## src/include/sfwp_pkg.sv

```systemverilog
// Constants and types for the flash protection and status command block
// How it works
// - Opcodes enter and leave the secured area mode; neither carries address bytes.
// - Security read returns the register; security write sets a permanent lock-down bit.
// - Identification read: address byte zero sends maker code first, one sends device code.
// - Completing the latch set command sets the write latch bit.
// - Completing the latch clear command clears the write latch bit.
// - Latch clears at power-up and when clear, status write, program, erase complete.
// - Status read is accepted any time, even busy, and repeats while clocked.
// - Status bit 0 is a busy flag, one during program, erase or status write.
// - Status bit 1 is the write latch; zero refuses program, erase, status write.
// - Program or erase aimed at a protected area is ignored, latch unchanged.
// - Status bits 5 to 2 are protect level bits, changed only by status write.
// - Chip erase runs only when all four protect level bits are zero.
// - Lock bit set with protect pin low: status writes refused, bits read-only.
// - Status write leaves bits 6, 1 and 0 alone; updates lock and levels.
// - Chip select must rise on a byte boundary, else the command is dropped.
// - Valid status write starts a timed busy cycle, then clears busy and latch.
package sfwp_pkg;

  // ----------------------------------------------------------------
  // Timing
  // ----------------------------------------------------------------
  localparam int CLK_PERIOD_NS          = 40;
  localparam int STATUS_WRITE_TIME_NS   = 5000;
  localparam int PROGRAM_TIME_NS        = 20000;
  localparam int ERASE_TIME_NS          = 40000;
  localparam int SW_CYC_INT = (STATUS_WRITE_TIME_NS / CLK_PERIOD_NS < 1) ? 1 :
                              STATUS_WRITE_TIME_NS / CLK_PERIOD_NS;
  localparam int PP_CYC_INT = (PROGRAM_TIME_NS / CLK_PERIOD_NS < 1) ? 1 :
                              PROGRAM_TIME_NS / CLK_PERIOD_NS;
  localparam int ER_CYC_INT = (ERASE_TIME_NS / CLK_PERIOD_NS < 1) ? 1 :
                              ERASE_TIME_NS / CLK_PERIOD_NS;
  localparam logic [15:0] STATUS_WRITE_CYC = 16'(SW_CYC_INT);
  localparam logic [15:0] PROGRAM_CYC      = 16'(PP_CYC_INT);
  localparam logic [15:0] ERASE_CYC        = 16'(ER_CYC_INT);
  localparam logic [15:0] BUSY_LAST        = 16'h0001;
  localparam logic [15:0] BUSY_NONE        = 16'h0000;

  // ----------------------------------------------------------------
  // Opcodes
  // ----------------------------------------------------------------
  localparam logic [7:0] OP_LATCH_SET    = 8'h06;
  localparam logic [7:0] OP_LATCH_CLEAR  = 8'h04;
  localparam logic [7:0] OP_STATUS_READ  = 8'h05;
  localparam logic [7:0] OP_STATUS_WRITE = 8'h01;
  localparam logic [7:0] OP_PAGE_PROGRAM = 8'h02;
  localparam logic [7:0] OP_SECTOR_ERASE = 8'h20;
  localparam logic [7:0] OP_BLOCK_ERASE1 = 8'h52;
  localparam logic [7:0] OP_BLOCK_ERASE2 = 8'hD8;
  localparam logic [7:0] OP_CHIP_ERASE1  = 8'h60;
  localparam logic [7:0] OP_CHIP_ERASE2  = 8'hC7;
  localparam logic [7:0] OP_ID_READ      = 8'h90;
  localparam logic [7:0] OP_SEC_READ     = 8'h2B;
  localparam logic [7:0] OP_SEC_WRITE    = 8'h2F;
  localparam logic [7:0] OP_AREA_ENTER   = 8'hB1;
  localparam logic [7:0] OP_AREA_LEAVE   = 8'hC1;

  // ----------------------------------------------------------------
  // Frame lengths in whole bytes, opcode included
  // ----------------------------------------------------------------
  localparam logic [2:0] NB_OPCODE_ONLY  = 3'h1;
  localparam logic [2:0] NB_STATUS_WRITE = 3'h2;
  localparam logic [2:0] NB_ID_ADD_POS   = 3'h3;
  localparam logic [2:0] NB_ADDR_CMD     = 3'h4;
  localparam logic [2:0] NB_PROGRAM_MIN  = 3'h5;
  localparam logic [2:0] NB_SAT          = 3'h7;
  localparam logic [2:0] BIT_LAST        = 3'h7;
  localparam logic [2:0] BIT_FIRST       = 3'h0;

  // ----------------------------------------------------------------
  // Status and security fields, reset values, identity
  // ----------------------------------------------------------------
  localparam int STS_LOCK_BIT  = 7;
  localparam int STS_ZERO_BIT  = 6;
  localparam int STS_LVL_MSB   = 5;
  localparam int STS_LVL_LSB   = 2;
  localparam logic [3:0] LEVEL_RESET = 4'h0;
  localparam logic [3:0] LEVEL_NONE  = 4'h0;
  localparam logic       LOCK_RESET  = 1'b0;
  localparam logic       FACTORY_LOCKED = 1'b1;
  localparam logic [5:0] SEC_PAD     = 6'h00;
  localparam logic [7:0] ID_ADD_DEV_FIRST_MASK = 8'h01;
  // Arbitrary identity values
  localparam logic [7:0] MAKER_CODE  = 8'hA5;
  localparam logic [7:0] DEVICE_CODE = 8'h3C;

  // ----------------------------------------------------------------
  // Pins: {sclk, cs_n, mosi, wp_n}
  // ----------------------------------------------------------------
  localparam int PIN_W    = 4;
  localparam int PIN_SCLK = 3;
  localparam int PIN_CSN  = 2;
  localparam int PIN_MOSI = 1;
  localparam int PIN_WPN  = 0;
  localparam logic [3:0] PIN_IDLE = 4'h5;

  typedef enum logic [3:0] {
    SF_IDLE = 4'h1,
    SF_OPC  = 4'h2,
    SF_ARG  = 4'h4,
    SF_OUT  = 4'h8
  } sfwp_state_type;

endpackage

```

## src/logic/sfwp_sync.sv

```systemverilog
// Two-stage synchroniser for the serial link pins
`timescale 1ns/1ns
`default_nettype none
module sfwp_sync
  import sfwp_pkg::*;
(
  input  wire logic             clk,
  input  wire logic             nrst,
  input  wire logic [PIN_W-1:0] pin_in,
  output var  logic [PIN_W-1:0] pin_sync
);

  logic [PIN_W-1:0] meta_q;
  logic [PIN_W-1:0] meta_d;
  logic [PIN_W-1:0] sync_d;

  // Second stage is the only reader of the first
  always_comb begin
    meta_d = pin_in;
    sync_d = meta_q;
  end

  always_ff @(posedge clk) begin
    if (!nrst) begin
      meta_q   <= PIN_IDLE;
      pin_sync <= PIN_IDLE;
    end else begin
      meta_q   <= meta_d;
      pin_sync <= sync_d;
    end
  end

endmodule
`default_nettype wire

```

## src/logic/sfwp_top.sv

```systemverilog
// Command decoder, status register and write protection of the serial flash
`timescale 1ns/1ns
`default_nettype none
module sfwp_top
  import sfwp_pkg::*;
(
  input  wire logic       clk,
  input  wire logic       nrst,
  input  wire logic       sclk,
  input  wire logic       cs_n,
  input  wire logic       mosi,
  input  wire logic       wp_n,
  output var  logic       miso,
  output var  logic       miso_oe,
  output var  logic       busy_flag,
  output var  logic       write_latch_bit,
  output var  logic [3:0] protect_level_bits,
  output var  logic       status_lock_bit,
  output var  logic       hardware_protect_state,
  output var  logic       secure_area_mode
);

  // ----------------------------------------------------------------
  // Pin sampling
  // ----------------------------------------------------------------
  logic [PIN_W-1:0] pins;

  sfwp_sync u_sync (
    .clk      (clk),
    .nrst     (nrst),
    .pin_in   ({sclk, cs_n, mosi, wp_n}),
    .pin_sync (pins)
  );

  // ----------------------------------------------------------------
  // State
  // ----------------------------------------------------------------
  sfwp_state_type state_q, state_d;
  logic [7:0]  op_q, op_d;
  logic [7:0]  rx_q, rx_d;
  logic [7:0]  tx_q, tx_d;
  logic [2:0]  bit_q, bit_d;
  logic [2:0]  bytes_q, bytes_d;
  logic        id_dev_q, id_dev_d;
  logic        sclk_prev_q, sclk_prev_d;
  logic        csn_prev_q, csn_prev_d;
  logic [15:0] busy_cnt_q, busy_cnt_d;
  logic        busy_q, busy_d;
  logic        wel_q, wel_d;
  logic [3:0]  level_q, level_d;
  logic        lock_q, lock_d;
  logic        hwp_q, hwp_d;
  logic        sec_lock_q, sec_lock_d;
  logic        area_q, area_d;
  logic        miso_q, miso_d;
  logic        oe_q, oe_d;

  logic       sclk_rise, sclk_fall, cs_rise, cs_fall;
  logic [7:0] rx_byte, status_byte, sec_byte, id_first;
  logic       frame_ok, latch_set_cmd_go, latch_clear_cmd_go, sw_go, ce_go, er_try, pp_try;
  logic       er_go, pp_go, sec_go, ens_go, exs_go, area_prot;

  // ----------------------------------------------------------------
  // Decode of a finished frame
  // ----------------------------------------------------------------
  always_comb begin
    sclk_rise   = pins[PIN_SCLK] & ~sclk_prev_q;
    sclk_fall   = ~pins[PIN_SCLK] & sclk_prev_q;
    cs_rise     = pins[PIN_CSN] & ~csn_prev_q;
    cs_fall     = ~pins[PIN_CSN] & csn_prev_q;
    rx_byte     = {rx_q[6:0], pins[PIN_MOSI]};
    status_byte = {lock_q, 1'b0, level_q, wel_q, busy_q};
    sec_byte    = {SEC_PAD, sec_lock_q, FACTORY_LOCKED};
    id_first    = ((rx_byte & ID_ADD_DEV_FIRST_MASK) != 8'h00) ? DEVICE_CODE
                                                               : MAKER_CODE;
    // No area table here: any nonzero level shields the whole array
    area_prot   = (level_q != LEVEL_NONE);
    // Torn frames and frames during a write cycle are dropped
    frame_ok = cs_rise && (bit_q == BIT_FIRST) && !busy_q;
    latch_set_cmd_go  = frame_ok && (op_q == OP_LATCH_SET) && (bytes_q == NB_OPCODE_ONLY);
    latch_clear_cmd_go  = frame_ok && (op_q == OP_LATCH_CLEAR) && (bytes_q == NB_OPCODE_ONLY);
    sw_go    = frame_ok && (op_q == OP_STATUS_WRITE) && (bytes_q == NB_STATUS_WRITE)
               && wel_q && !hwp_q;
    ce_go    = frame_ok && ((op_q == OP_CHIP_ERASE1) || (op_q == OP_CHIP_ERASE2))
               && (bytes_q == NB_OPCODE_ONLY) && wel_q
               && (level_q == LEVEL_NONE);
    er_try   = frame_ok && ((op_q == OP_SECTOR_ERASE) || (op_q == OP_BLOCK_ERASE1)
               || (op_q == OP_BLOCK_ERASE2)) && (bytes_q == NB_ADDR_CMD) && wel_q;
    pp_try   = frame_ok && (op_q == OP_PAGE_PROGRAM) && (bytes_q >= NB_PROGRAM_MIN)
               && wel_q;
    er_go    = er_try && !area_prot;
    pp_go    = pp_try && !area_prot;
    sec_go   = frame_ok && (op_q == OP_SEC_WRITE) && (bytes_q == NB_OPCODE_ONLY);
    ens_go   = frame_ok && (op_q == OP_AREA_ENTER) && (bytes_q == NB_OPCODE_ONLY);
    exs_go   = frame_ok && (op_q == OP_AREA_LEAVE) && (bytes_q == NB_OPCODE_ONLY);
  end

  // ----------------------------------------------------------------
  // Next values
  // ----------------------------------------------------------------
  always_comb begin
    state_d     = state_q;
    op_d        = op_q;
    rx_d        = rx_q;
    tx_d        = tx_q;
    bit_d       = bit_q;
    bytes_d     = bytes_q;
    id_dev_d    = id_dev_q;
    sclk_prev_d = pins[PIN_SCLK];
    csn_prev_d  = pins[PIN_CSN];
    hwp_d       = lock_q & ~pins[PIN_WPN];
    busy_cnt_d  = busy_cnt_q;
    wel_d       = wel_q;
    level_d     = level_q;
    lock_d      = lock_q;
    sec_lock_d  = sec_lock_q;
    area_d      = area_q;
    miso_d      = miso_q;
    oe_d        = oe_q;

    // Self-timed cycle; its end releases the latch
    if (busy_cnt_q != BUSY_NONE) begin
      busy_cnt_d = busy_cnt_q - BUSY_LAST;
      if (busy_cnt_q == BUSY_LAST) begin
        wel_d = 1'b0;
      end
    end

    if (pins[PIN_CSN]) begin
      state_d = SF_IDLE;
      bit_d   = BIT_FIRST;
      bytes_d = 3'h0;
      oe_d    = 1'b0;
      if (latch_set_cmd_go) begin
        wel_d = 1'b1;
      end
      if (latch_clear_cmd_go) begin
        wel_d = 1'b0;
      end
      if (sw_go) begin
        // Bits 6, 1 and 0 are not taken from the data byte
        lock_d     = rx_q[STS_LOCK_BIT];
        level_d    = rx_q[STS_LVL_MSB:STS_LVL_LSB];
        busy_cnt_d = STATUS_WRITE_CYC;
      end
      if (ce_go || er_go) begin
        busy_cnt_d = ERASE_CYC;
      end
      if (pp_go) begin
        busy_cnt_d = PROGRAM_CYC;
      end
      if (sec_go) begin
        sec_lock_d = 1'b1;
      end
      if (ens_go) begin
        area_d = 1'b1;
      end
      if (exs_go) begin
        area_d = 1'b0;
      end
    end else begin
      if (cs_fall) begin
        state_d = SF_OPC;
      end
      if (sclk_rise && (state_q != SF_IDLE)) begin
        rx_d  = rx_byte;
        bit_d = bit_q + 3'h1;
        if (bit_q == BIT_LAST) begin
          if (bytes_q != NB_SAT) begin
            bytes_d = bytes_q + 3'h1;
          end
          unique case (state_q)
            SF_OPC: begin
              op_d    = rx_byte;
              state_d = SF_ARG;
              if (rx_byte == OP_STATUS_READ) begin
                state_d = SF_OUT;
                tx_d    = status_byte;
              end else if ((rx_byte == OP_SEC_READ) && !busy_q) begin
                state_d = SF_OUT;
                tx_d    = sec_byte;
              end
            end
            SF_ARG: begin
              if ((op_q == OP_ID_READ) && (bytes_q == NB_ID_ADD_POS) && !busy_q) begin
                state_d  = SF_OUT;
                tx_d     = id_first;
                id_dev_d = (id_first == MAKER_CODE);
              end
            end
            SF_OUT: begin
              // Each new byte reloads, so status polling stays live
              if (op_q == OP_STATUS_READ) begin
                tx_d = status_byte;
              end else if (op_q == OP_SEC_READ) begin
                tx_d = sec_byte;
              end else begin
                tx_d     = id_dev_q ? DEVICE_CODE : MAKER_CODE;
                id_dev_d = ~id_dev_q;
              end
            end
            SF_IDLE: begin
              state_d = SF_IDLE;
            end
          endcase
        end
      end
      if (sclk_fall && (state_q == SF_OUT)) begin
        miso_d = tx_q[7];
        tx_d   = {tx_q[6:0], 1'b0};
        oe_d   = 1'b1;
      end
    end
    busy_d = (busy_cnt_d != BUSY_NONE);
  end

  // ----------------------------------------------------------------
  // Registers
  // ----------------------------------------------------------------
  always_ff @(posedge clk) begin
    if (!nrst) begin
      state_q     <= SF_IDLE;
      op_q        <= 8'h00;
      rx_q        <= 8'h00;
      tx_q        <= 8'h00;
      bit_q       <= BIT_FIRST;
      bytes_q     <= 3'h0;
      id_dev_q    <= 1'b0;
      sclk_prev_q <= 1'b0;
      csn_prev_q  <= 1'b1;
      busy_cnt_q  <= BUSY_NONE;
      busy_q      <= 1'b0;
      wel_q       <= 1'b0;
      level_q     <= LEVEL_RESET;
      lock_q      <= LOCK_RESET;
      hwp_q       <= 1'b0;
      sec_lock_q  <= 1'b0;
      area_q      <= 1'b0;
      miso_q      <= 1'b0;
      oe_q        <= 1'b0;
    end else begin
      state_q     <= state_d;
      op_q        <= op_d;
      rx_q        <= rx_d;
      tx_q        <= tx_d;
      bit_q       <= bit_d;
      bytes_q     <= bytes_d;
      id_dev_q    <= id_dev_d;
      sclk_prev_q <= sclk_prev_d;
      csn_prev_q  <= csn_prev_d;
      busy_cnt_q  <= busy_cnt_d;
      busy_q      <= busy_d;
      wel_q       <= wel_d;
      level_q     <= level_d;
      lock_q      <= lock_d;
      hwp_q       <= hwp_d;
      sec_lock_q  <= sec_lock_d;
      area_q      <= area_d;
      miso_q      <= miso_d;
      oe_q        <= oe_d;
    end
  end

  always_comb begin
    miso                   = miso_q;
    miso_oe                = oe_q;
    busy_flag              = busy_q;
    write_latch_bit        = wel_q;
    protect_level_bits     = level_q;
    status_lock_bit        = lock_q;
    hardware_protect_state = hwp_q;
    secure_area_mode       = area_q;
  end
endmodule
`default_nettype wire

```

## config.mk

```make
export PLATFORM = sky130hd
export DESIGN_NAME = sfwp_top
export DESIGN_NICKNAME = d
export VERILOG_FILES = /design/src/include/sfwp_pkg.sv /design/src/logic/sfwp_sync.sv /design/src/logic/sfwp_top.sv
export SDC_FILE = /design/constraint.sdc
export NUM_CORES = 1
export LEC_CHECK = 0
export BUFFER_PORTS_ARGS = -buffer_cell sky130_fd_sc_hd__buf_2
export CAP_MARGIN = 10
export CELL_PAD_IN_SITES_DETAIL_PLACEMENT = 0
export CELL_PAD_IN_SITES_GLOBAL_PLACEMENT = 1
export CORE_UTILIZATION = 45
export CTS_CLUSTER_SIZE = 12
export DETAILED_ROUTE_END_ITERATION = 8
export GPL_TIMING_DRIVEN = 1
export PLACE_DENSITY = 0.79
export SETUP_SLACK_MARGIN = 0.15
export SLEW_MARGIN = 20
export SYNTH_ARGS = -nofsm -noshare
export SYNTH_HDL_FRONTEND = slang
export SYNTH_SLANG_ARGS = --single-unit
```

## constraint.sdc

```tcl
create_clock -name clk -period 3.2 [get_ports clk]
set_input_delay 0.64 -clock clk [delete_from_list [all_inputs] [get_ports clk]]
set_output_delay 0.64 -clock clk [all_outputs]
set_load 0.02 [all_outputs]
```

# After elaboration in Yosys (flattened, before gate mapping)
# Cells that the tools add are included.
classes:
  addsub: 3
  n_lt_le_gt_ge: 1
  eq_ne: 35
  n_mux: 34
  n_bitwise: 12
  n_reduce_logical: 60
ops:
  columns: ["operator", "count"]
  rows:
  - ["$mux W16", 5]
  - ["$mux W8", 10]
  - ["$eq A8 B8 Y1 const B", 6]
  - ["$logic_and A1 B1 Y1", 33]
  - ["$eq A8 B3 Y1 const B", 4]
  - ["$eq A8 B6 Y1 const B", 4]
  - ["$reduce_bool A16 Y1", 2]
  - ["$mux W4", 6]
  - ["$pmux W8 S3", 1]
  - ["$eq A16 B1 Y1 const B", 1]
  - ["$eq A8 B7 Y1 const B", 2]
  - ["$sub A16 B1 Y16 const B", 1]
  - ["$pmux W4 S3", 1]
  - ["$mux W1", 10]
  - ["$reduce_and A2 Y1", 5]
  - ["$eq A8 B1 Y1 const B", 1]
  - ["$eq A8 B2 Y1 const B", 1]
  - ["$reduce_bool A2 Y1", 4]
  - ["$reduce_bool A4 Y1", 2]
  - ["$not A1 Y1", 7]
  - ["$reduce_and A7 Y1", 1]
  - ["$add A3 B1 Y3 const B", 2]
  - ["$eq A3 B2 Y1 const B", 2]
  - ["$eq A3 B3 Y1 const B", 2]
  - ["other kinds (20)", 32]
totals:
  reg_bits: 73
  wordCells: 166

# Logic depth before layout (Yosys ltp)
# Gate-level depths: netlist of run 1.
logic_depth:
  depth_word: 13
  ltp_mapped: 9

# Modules after synthesis
# Synthesis of run 1 repeated with hierarchy kept, for this count alone.
unflattened:
  cells_unflattened: 438
  area_unflattened_um2: 3854.9
modules_own_cells:
  columns: ["module", "instances", "cells_per_inst", "area_per_inst_um2", "seq_area_each_um2"]
  rows:
  - ["sfwp_top", 1, 422, 3644.7, 1301.2]
  - ["sfwp_sync", 1, 16, 210.2, 160.2]

# Least setup slack after synthesis of run 1
# OpenSTA, ideal clock, no wires.
synth_timing:
  kind: "register -> register"
  startpoint: "reg busy_cnt_q[0]"
  endpoint: "reg busy_q, in the netlist busy_flag"
  setup_time_ns: 0.125
  t_arrival_ns: 2.402
  required_ns: 3.075
  path_slack_ns: 0.673
  path_stages_with_launch: 10
  path_buffers: 0
  period_less_slack_ns: 2.527
  path_cell_list: "dfxtp_1 -> inv_1 -> ha_1 -> or4b_1 -> nor4_1 -> mux2i_1 -> nand2_1 -> nor4_2 -> nand4_1 -> o41a_1"
synth_via:
  elab_chain_len: 7
  elab_cells_between_ends: 8
  cone_classes: "add/sub (1); mux (5); reduce/logical (2)"
synth_lines:
  columns: ["element", "line", "text"]
  rows:
  - ["start: declaration", "sfwp_top.sv:47", "logic [15:0] busy_cnt_q, busy_cnt_d;"]
  - ["start signal: assignment", "sfwp_top.sv:251", "busy_cnt_q <= busy_cnt_d;"]
  - ["$sub A16 B1 Y16 or $reduce_bool A16 Y1 (tied branches)", "sfwp_top.sv:123, sfwp_top.sv:122", null]
  - ["$mux W16 *", "sfwp_top.sv:122", "if (busy_cnt_q != BUSY_NONE) begin"]
  - ["$mux W16", "sfwp_top.sv:140", "if (sw_go) begin"]
  - ["$mux W16", "sfwp_top.sv:146", "if (ce_go || er_go) begin"]
  - ["$mux W16", "sfwp_top.sv:149", "if (pp_go) begin"]
  - ["$mux W16 *", "sfwp_top.sv:129", "if (pins[PIN_CSN]) begin"]
  - ["$reduce_bool A16 Y1 *", "sfwp_top.sv:214", "busy_d = (busy_cnt_d != BUSY_NONE);"]
  - ["end signal: assignment", "sfwp_top.sv:252", "busy_q <= busy_d;"]
  - ["end: declaration", "sfwp_top.sv:48", "logic busy_q, busy_d;"]
# Every way passes the cells marked *; elsewhere a longest branch is shown, timed or not.
# A chain may end at the register's enable or synchronous reset.

# Worst setup path after layout of run 1
# Ends and elaborated chain as after synthesis.

==> flow_metrics.py, run 1 <==
metrics = {
    "outcome": {
        "status": "complete, no violations",
    },
    "detailed_routing": {
        "ant_nets": 0,
        "routedWlPerCell_um": 16.6,
        "drc": 0,
        "vias": 3294,
        "vias_per_cell": 5.87,
        "drtIter0Drc": 115,
        "first_pass_iters": 5,
        "wirelength_um": 9330,
    },
    "worst_setup_path": {
        "crit_path_start": "busy_cnt_q[0]",
        "cp_data_arrival_time_ps": 3030,
        "crit_required_ps": 3430,
        "crit_family": "simple AND/OR/NAND/NOR gates",
        "cpPeakStageDelay_ps": 550,
        "r2r-start": "busy_cnt_q[0]",
        "path_buf_inv": 1,
        "start_kind": "flip-flop",
        "end_kind": "flip-flop",
        "path_cells": "inv_1, ha_1, or4b_1, nor4_1, mux2i_1, nand2_1, nor4_2, nand4_1, o41a_1",
        "path_class": "reg2reg",
        "crit_fanout": 7,
        "crit_slowest_cell": "or4b_1",
    },
    "min_path": {
        "min_path_type": "reg2reg",
        "hold_start": "u_sync.meta_q[2]",
    },
    "cts": {
        "cts_root_buf": "clkbuf_8",
        "clock_path_buffers": 2,
        "post_cts_buffers": 0,
        "ctsResizeCount": 0,
        "cts_tree": "yes",
        "cts-hold-fix-buffers": 0,
        "htreeDepth": 3,
        "numCtsBuffers": 9,
        "cts.sinks": 73,
        "worstSkewPairLatency_ps": 350,
        "clk_pin_slew_worst_paths_ps": 80,
    },
    "yosys": {
        "syn_inst": 443,
        "synth_flop_cell": "dfxtp_1",
        "synth-seq-area-share": 0.375,
        "synth_edf_count": 0,
        "syn_area_um2": 3890,
        "ys_ff_latch": 73,
        "syn-num-nets": 461,
        "synth.distinct_cells": 63,
        "yosysWarnings": 0,
        "avgSynthCellArea_um2": 8.79,
        "synthArstFlopShare": 0,
    },
    "layout": {
        "utilization": 0.510,
        "diodes": 0,
        "fill_cells": 793,
        "area_delta_synth_final_pct": 8.65,
        "fin_nets": 469,
        "drive_above_1_share": 0.114,
        "final-seq-area_um2": 1460,
        "multiInputGateArea_um2": 2280,
    },
    "sta": {
        "period_share": 0.877,
        "clock_skew_ps": 9.22,
        "fmax_ghz": 0.356,
        "finalSetupTns_ps": 0,
        "tightest_slew_ps": 691,
        "maxSlewViolCount": 0,
        "rsz0062_at_grt": "false",
        "min_period_ps": 2810,
        "max_slew_margin": 0.533,
        "finalHoldViolCount": 0,
        "final-setup-viol-count": 0,
    },
    "job": {
        "maxCapViolations": 0,
    },
    "place": {
        "gp_congestion": 0.842,
        "port_buffers": 16,
        "dp_hpwl_um": 6670,
    },
    "global_routing": {
        "antenna_found_initial": 0,
        "grt_pass1_wl_um": 15700,
        "grt-ovfl-total": 0,
        "grt_usage": 0.228,
        "grt_max_degree": 40,
        "grt_pass1_vias": 3155,
    },
    "die": {
        "die_w_um": 95.0,
        "die_height_um": 95.0,
        "std_cell_rows": 33,
        "dieArea_um2": 9030,
        "core_area_um2": 8300,
        "ioPinCount": 17,
        "initial_utilization": 0.469,
    },
    "power_and_ir_drop": {
        "irDropWorstVdd_v": 0.000341,
        "total_power_mw": 2.69,
        "p_leak_nw": 1.58,
        "pwr_density_cell_nw_per_um2": 637,
    },
}
[cells in the mapped netlist, drive strengths merged (5+ instances only)]
library cell,instances,area share
a21boi,5,0.0096
a21oi,15,0.019
a31oi,5,0.0080
and2,9,0.014
buf,8,0.013
clkbuf,16,0.015
dfxtp,73,0.38
ha,12,0.039
inv,11,0.011
mux2i,22,0.057
nand2,31,0.032
nand2b,10,0.016
nand3,12,0.017
nand4,13,0.021
nor2,44,0.042
nor2b,26,0.042
nor3,20,0.033
nor4,11,0.023
nor4b,10,0.026
o211ai,5,0.013
o21ai,21,0.027
or4b,5,0.013
xnor2,5,0.011
xor2,5,0.011
[path summary, 6_finish.rpt]
| check | endpoint | slack [ps] | depth (start not counted) |
|---|---|---|---|
| worst min-delay path | u_sync.pin_sync[2] | 410 | 1 |
| worst max-delay path | busy_flag | 390 | 9 |
| worst min register to register | u_sync.pin_sync[2] | 410 | 1 |
| worst max register to register | busy_flag | 390 | 9 |
[placed cells by master, fill, tap and decap left out, drive strengths merged, types with 9 or more instances in the layout]
cell / Yosys / routed
dfxtp: 73 / 73
nor2: 44 / 44
nand2: 31 / 31
nor2b: 26 / 26
mux2i: 22 / 22
buf: 8 / 21
o21ai: 21 / 21
nor3: 20 / 20
a21oi: 15 / 15
nand4: 13 / 13
ha: 12 / 12
nand3: 12 / 12
inv: 11 / 11
nor4: 11 / 11
nand2b: 10 / 10
nor4b: 10 / 10
clkbuf: 16 / 10
and2: 9 / 9
[stage by stage]
stage	std cells	instance area [um2]	setup slack [ps]	hold slack, ps
detailed placement	545	4030	434	400
global placement	545	4030	520	393
CTS	561	4230	418	423
floorplan	443	3890	673	386
global route	561	4230	175	433
finish	561	4230	393	414
[registers in the layout, indices dropped and copies added (netlist names), 3 cells and up]
signal              cells
bit_q                   3
bytes_q                 3
state_q                 4
op_q                    8
protect_level_bits      4
rx_q                    8
u_sync.meta_q           4
tx_q                    8
u_sync.pin_sync         4
busy_cnt_q             16
[routing by layer]
| layer | wire length [um] | part of all wire | vias to the layer above | GRT usage |
|---|---|---|---|---|
| met5 | 0 | 0 | - | 0 |
| met1 | 4430 | 0.47 | 1569 | 0.307 |
| li1 | - | - | 1617 | - |
| met2 | 4250 | 0.46 | 98 | 0.359 |
| met3 | 533 | 0.057 | 10 | 0.0531 |
| met4 | 114 | 0.012 | 0 | 0.0720 |
[layout make-up]
class                   count  area share
clock buffers              10      0.0302
clock inverters             6      0.0163
inverters                  11     0.00976
multi-input cells         335       0.539
flip-flops and latches     73       0.346
well taps                 105      0.0311
repair buffers             21      0.0278
[power by group]
part | switching [mW] | internal (mW)
combinational | 0.483 | 0.377
clock | 0.353 | 0.363
sequential | 0.130 | 0.987
[logic make-up after synthesis]
family,count (synthesis),share of synthesized area
muxes,23,0.0595
DFF,73,0.375
adders and majority gates,12,0.0386
buffers and inverters,35,0.0386
AOI/OAI and AO/OA,74,0.128
and+or+nand+nor,216,0.338
xor gates and xnor gates,10,0.0225
Power figures use the tool's default switching activity.
==> run 2, diff against run 1 <==
--- a/config.mk
+++ b/config.mk
@@ -9,11 +9,11 @@
 export CAP_MARGIN = 10
 export CELL_PAD_IN_SITES_DETAIL_PLACEMENT = 0
 export CELL_PAD_IN_SITES_GLOBAL_PLACEMENT = 1
-export CORE_UTILIZATION = 45
+export CORE_UTILIZATION = 47
 export CTS_CLUSTER_SIZE = 12
 export DETAILED_ROUTE_END_ITERATION = 8
 export GPL_TIMING_DRIVEN = 1
-export PLACE_DENSITY = 0.79
+export PLACE_DENSITY = 0.82
 export SETUP_SLACK_MARGIN = 0.15
 export SLEW_MARGIN = 20
 export SYNTH_ARGS = -nofsm -noshare
==> flow_metrics.py, run 2 (synthesis gave the netlist of run 1 again) <==
metrics = {
    "layout": {
        "diodes": 0,
        "final_cell_mix": "dfxtp_1, nor2_1, nand2_1",
        "final_cells": 559,
        "fin_area_um2": 4260,
        "drive_above_1_share": 0.118,
        "utilization": 0.539,
        "multiInputGateArea_um2": 2280,
        "final-seq-area_um2": 1460,
        "largest_register_ffs": 16,
        "final_common_cell": "dfxtp_1",
        "fin_nets": 470,
        "area_delta_synth_final_pct": 9.32,
        "fill_cells": 724,
        "top_register": "busy_cnt_q",
    },
    "detailed_routing": {
        "ant_nets": 0,
        "drtIter0Drc": 227,
        "vias_per_cell": 5.89,
        "vias": 3294,
        "wirelength_um": 9110,
        "drc": 0,
        "first_pass_iters": 4,
        "routedWlPerCell_um": 16.3,
    },
    "sta": {
        "min_period_ps": 2860,
        "period_share": 0.894,
        "fin_ws_ps": 340,
        "finalSetupTns_ps": 0,
        "tightest_slew_ps": 873,
        "timing.hold.ws_ps": 411,
        "maxSlewViolCount": 0,
        "final-setup-viol-count": 0,
        "finalHoldViolCount": 0,
        "rsz0062_at_grt": "false",
        "clock_skew_ps": 8.75,
        "fmax_ghz": 0.350,
        "max_slew_margin": 0.413,
    },
    "min_path": {
        "hold_start": "u_sync.meta_q[2]",
        "min_path_type": "reg2reg",
    },
    "global_routing": {
        "grt_pass1_vias": 3067,
        "grt-ovfl-total": 0,
        "grt_usage": 0.225,
        "grt_util_met1": 0.317,
        "grt_pass1_wl_um": 15100,
        "met3_usage": 0.0325,
        "top_usage_layer": "met2",
        "antenna_found_initial": 0,
        "grt_max_degree": 30,
        "met2_usage": 0.341,
    },
    "worst_setup_path": {
        "crit_path_start": "busy_cnt_q[0]",
        "start_kind": "flip-flop",
        "r2r-start": "busy_cnt_q[0]",
        "crit_required_ps": 3430,
        "r2r_slack_ps": 340,
        "reg2reg_depth": 9,
        "worstReg2RegEnd": "busy_flag",
        "cp_data_arrival_time_ps": 3090,
        "crit_fanout": 7,
        "path_class": "reg2reg",
        "end_kind": "flip-flop",
        "cp-endpoint": "busy_flag",
    },
    "die": {
        "die_w_um": 93.0,
        "ioPinCount": 17,
        "std_cell_rows": 32,
        "core_area_um2": 7890,
        "die_height_um": 93.0,
        "dieArea_um2": 8650,
        "initial_utilization": 0.493,
    },
    "place": {
        "post-place-ws_ps": 411,
        "port_buffers": 16,
        "placed_area_um2": 4040,
        "placed_cells": 543,
        "dp_hpwl_um": 6690,
        "gp_congestion": 0.868,
    },
    "cts": {
        "ctsResizeCount": 0,
        "cts_tree": "yes",
        "numCtsBuffers": 9,
        "post_cts_buffers": 0,
        "clock_path_buffers": 2,
        "clk_pin_slew_worst_paths_ps": 80,
        "cts_root_buf": "clkbuf_8",
        "htreeDepth": 3,
        "cts.sinks": 73,
        "cts-hold-fix-buffers": 0,
        "worstSkewPairLatency_ps": 340,
    },
    "power_and_ir_drop": {
        "pwr_density_cell_nw_per_um2": 656,
        "total_power_mw": 2.79,
        "irDropWorstVdd_v": 0.000228,
        "p_leak_nw": 1.60,
    },
    "outcome": {
        "status": "complete, no violations",
    },
    "job": {
        "maxCapViolations": 0,
    },
}
run 2: cell types whose count changed in the layout (fill, tap and decap cells not counted), sizes merged:
cell and change:
clkbuf -1, buf +1, bufinv +1
run 2: area by class of cell:
class | instances | area share
inverter | 11 | 0.00970
clock buffer | 9 | 0.0291
clock inverter | 7 | 0.0223
tap | 102 | 0.0300
sequential | 73 | 0.343
timing repair buffer | 22 | 0.0294
multi-input combinational | 335 | 0.536
run 2: report_power, final:
group	total, mW	switching (mW)	leakage [nW]	internal [mW]
registers	1.12	0.133	0.593	0.987
logic	0.875	0.498	0.899	0.377
clock network	0.797	0.358	0.109	0.439
run 2: worst min path at each step:
| stage | endpoint | slack (ps) | depth (start not counted) |
|---|---|---|---|
| 2_1_floorplan | u_sync.pin_sync[0] | 390 | 1 |
| 3_3_place_gp | u_sync.pin_sync[0] | 390 | 1 |
| 3_5_place_dp | u_sync.pin_sync[2] | 390 | 1 |
| 4_1_cts | u_sync.pin_sync[2] | 410 | 1 |
| 5_1_grt | u_sync.pin_sync[2] | 430 | 1 |
| 6_report | u_sync.pin_sync[2] | 410 | 1 |
run 2: per-layer routing:
layer,vias to the layer above,share of wire
li1,1626,-
met1,1551,0.50
met2,99,0.44
met3,18,0.042
met4,0,0.023
met5,-,0
run 2: worst max-delay path, stage by stage (launching register included):
cell and delay (ps):
dfxtp_1 380, inv_1 130, ha_1 320, or4b_1 560
nor4_1 300, mux2i_1 280, nand2_1 100, nor4_2 130
nand4_1 120, o41a_1 430
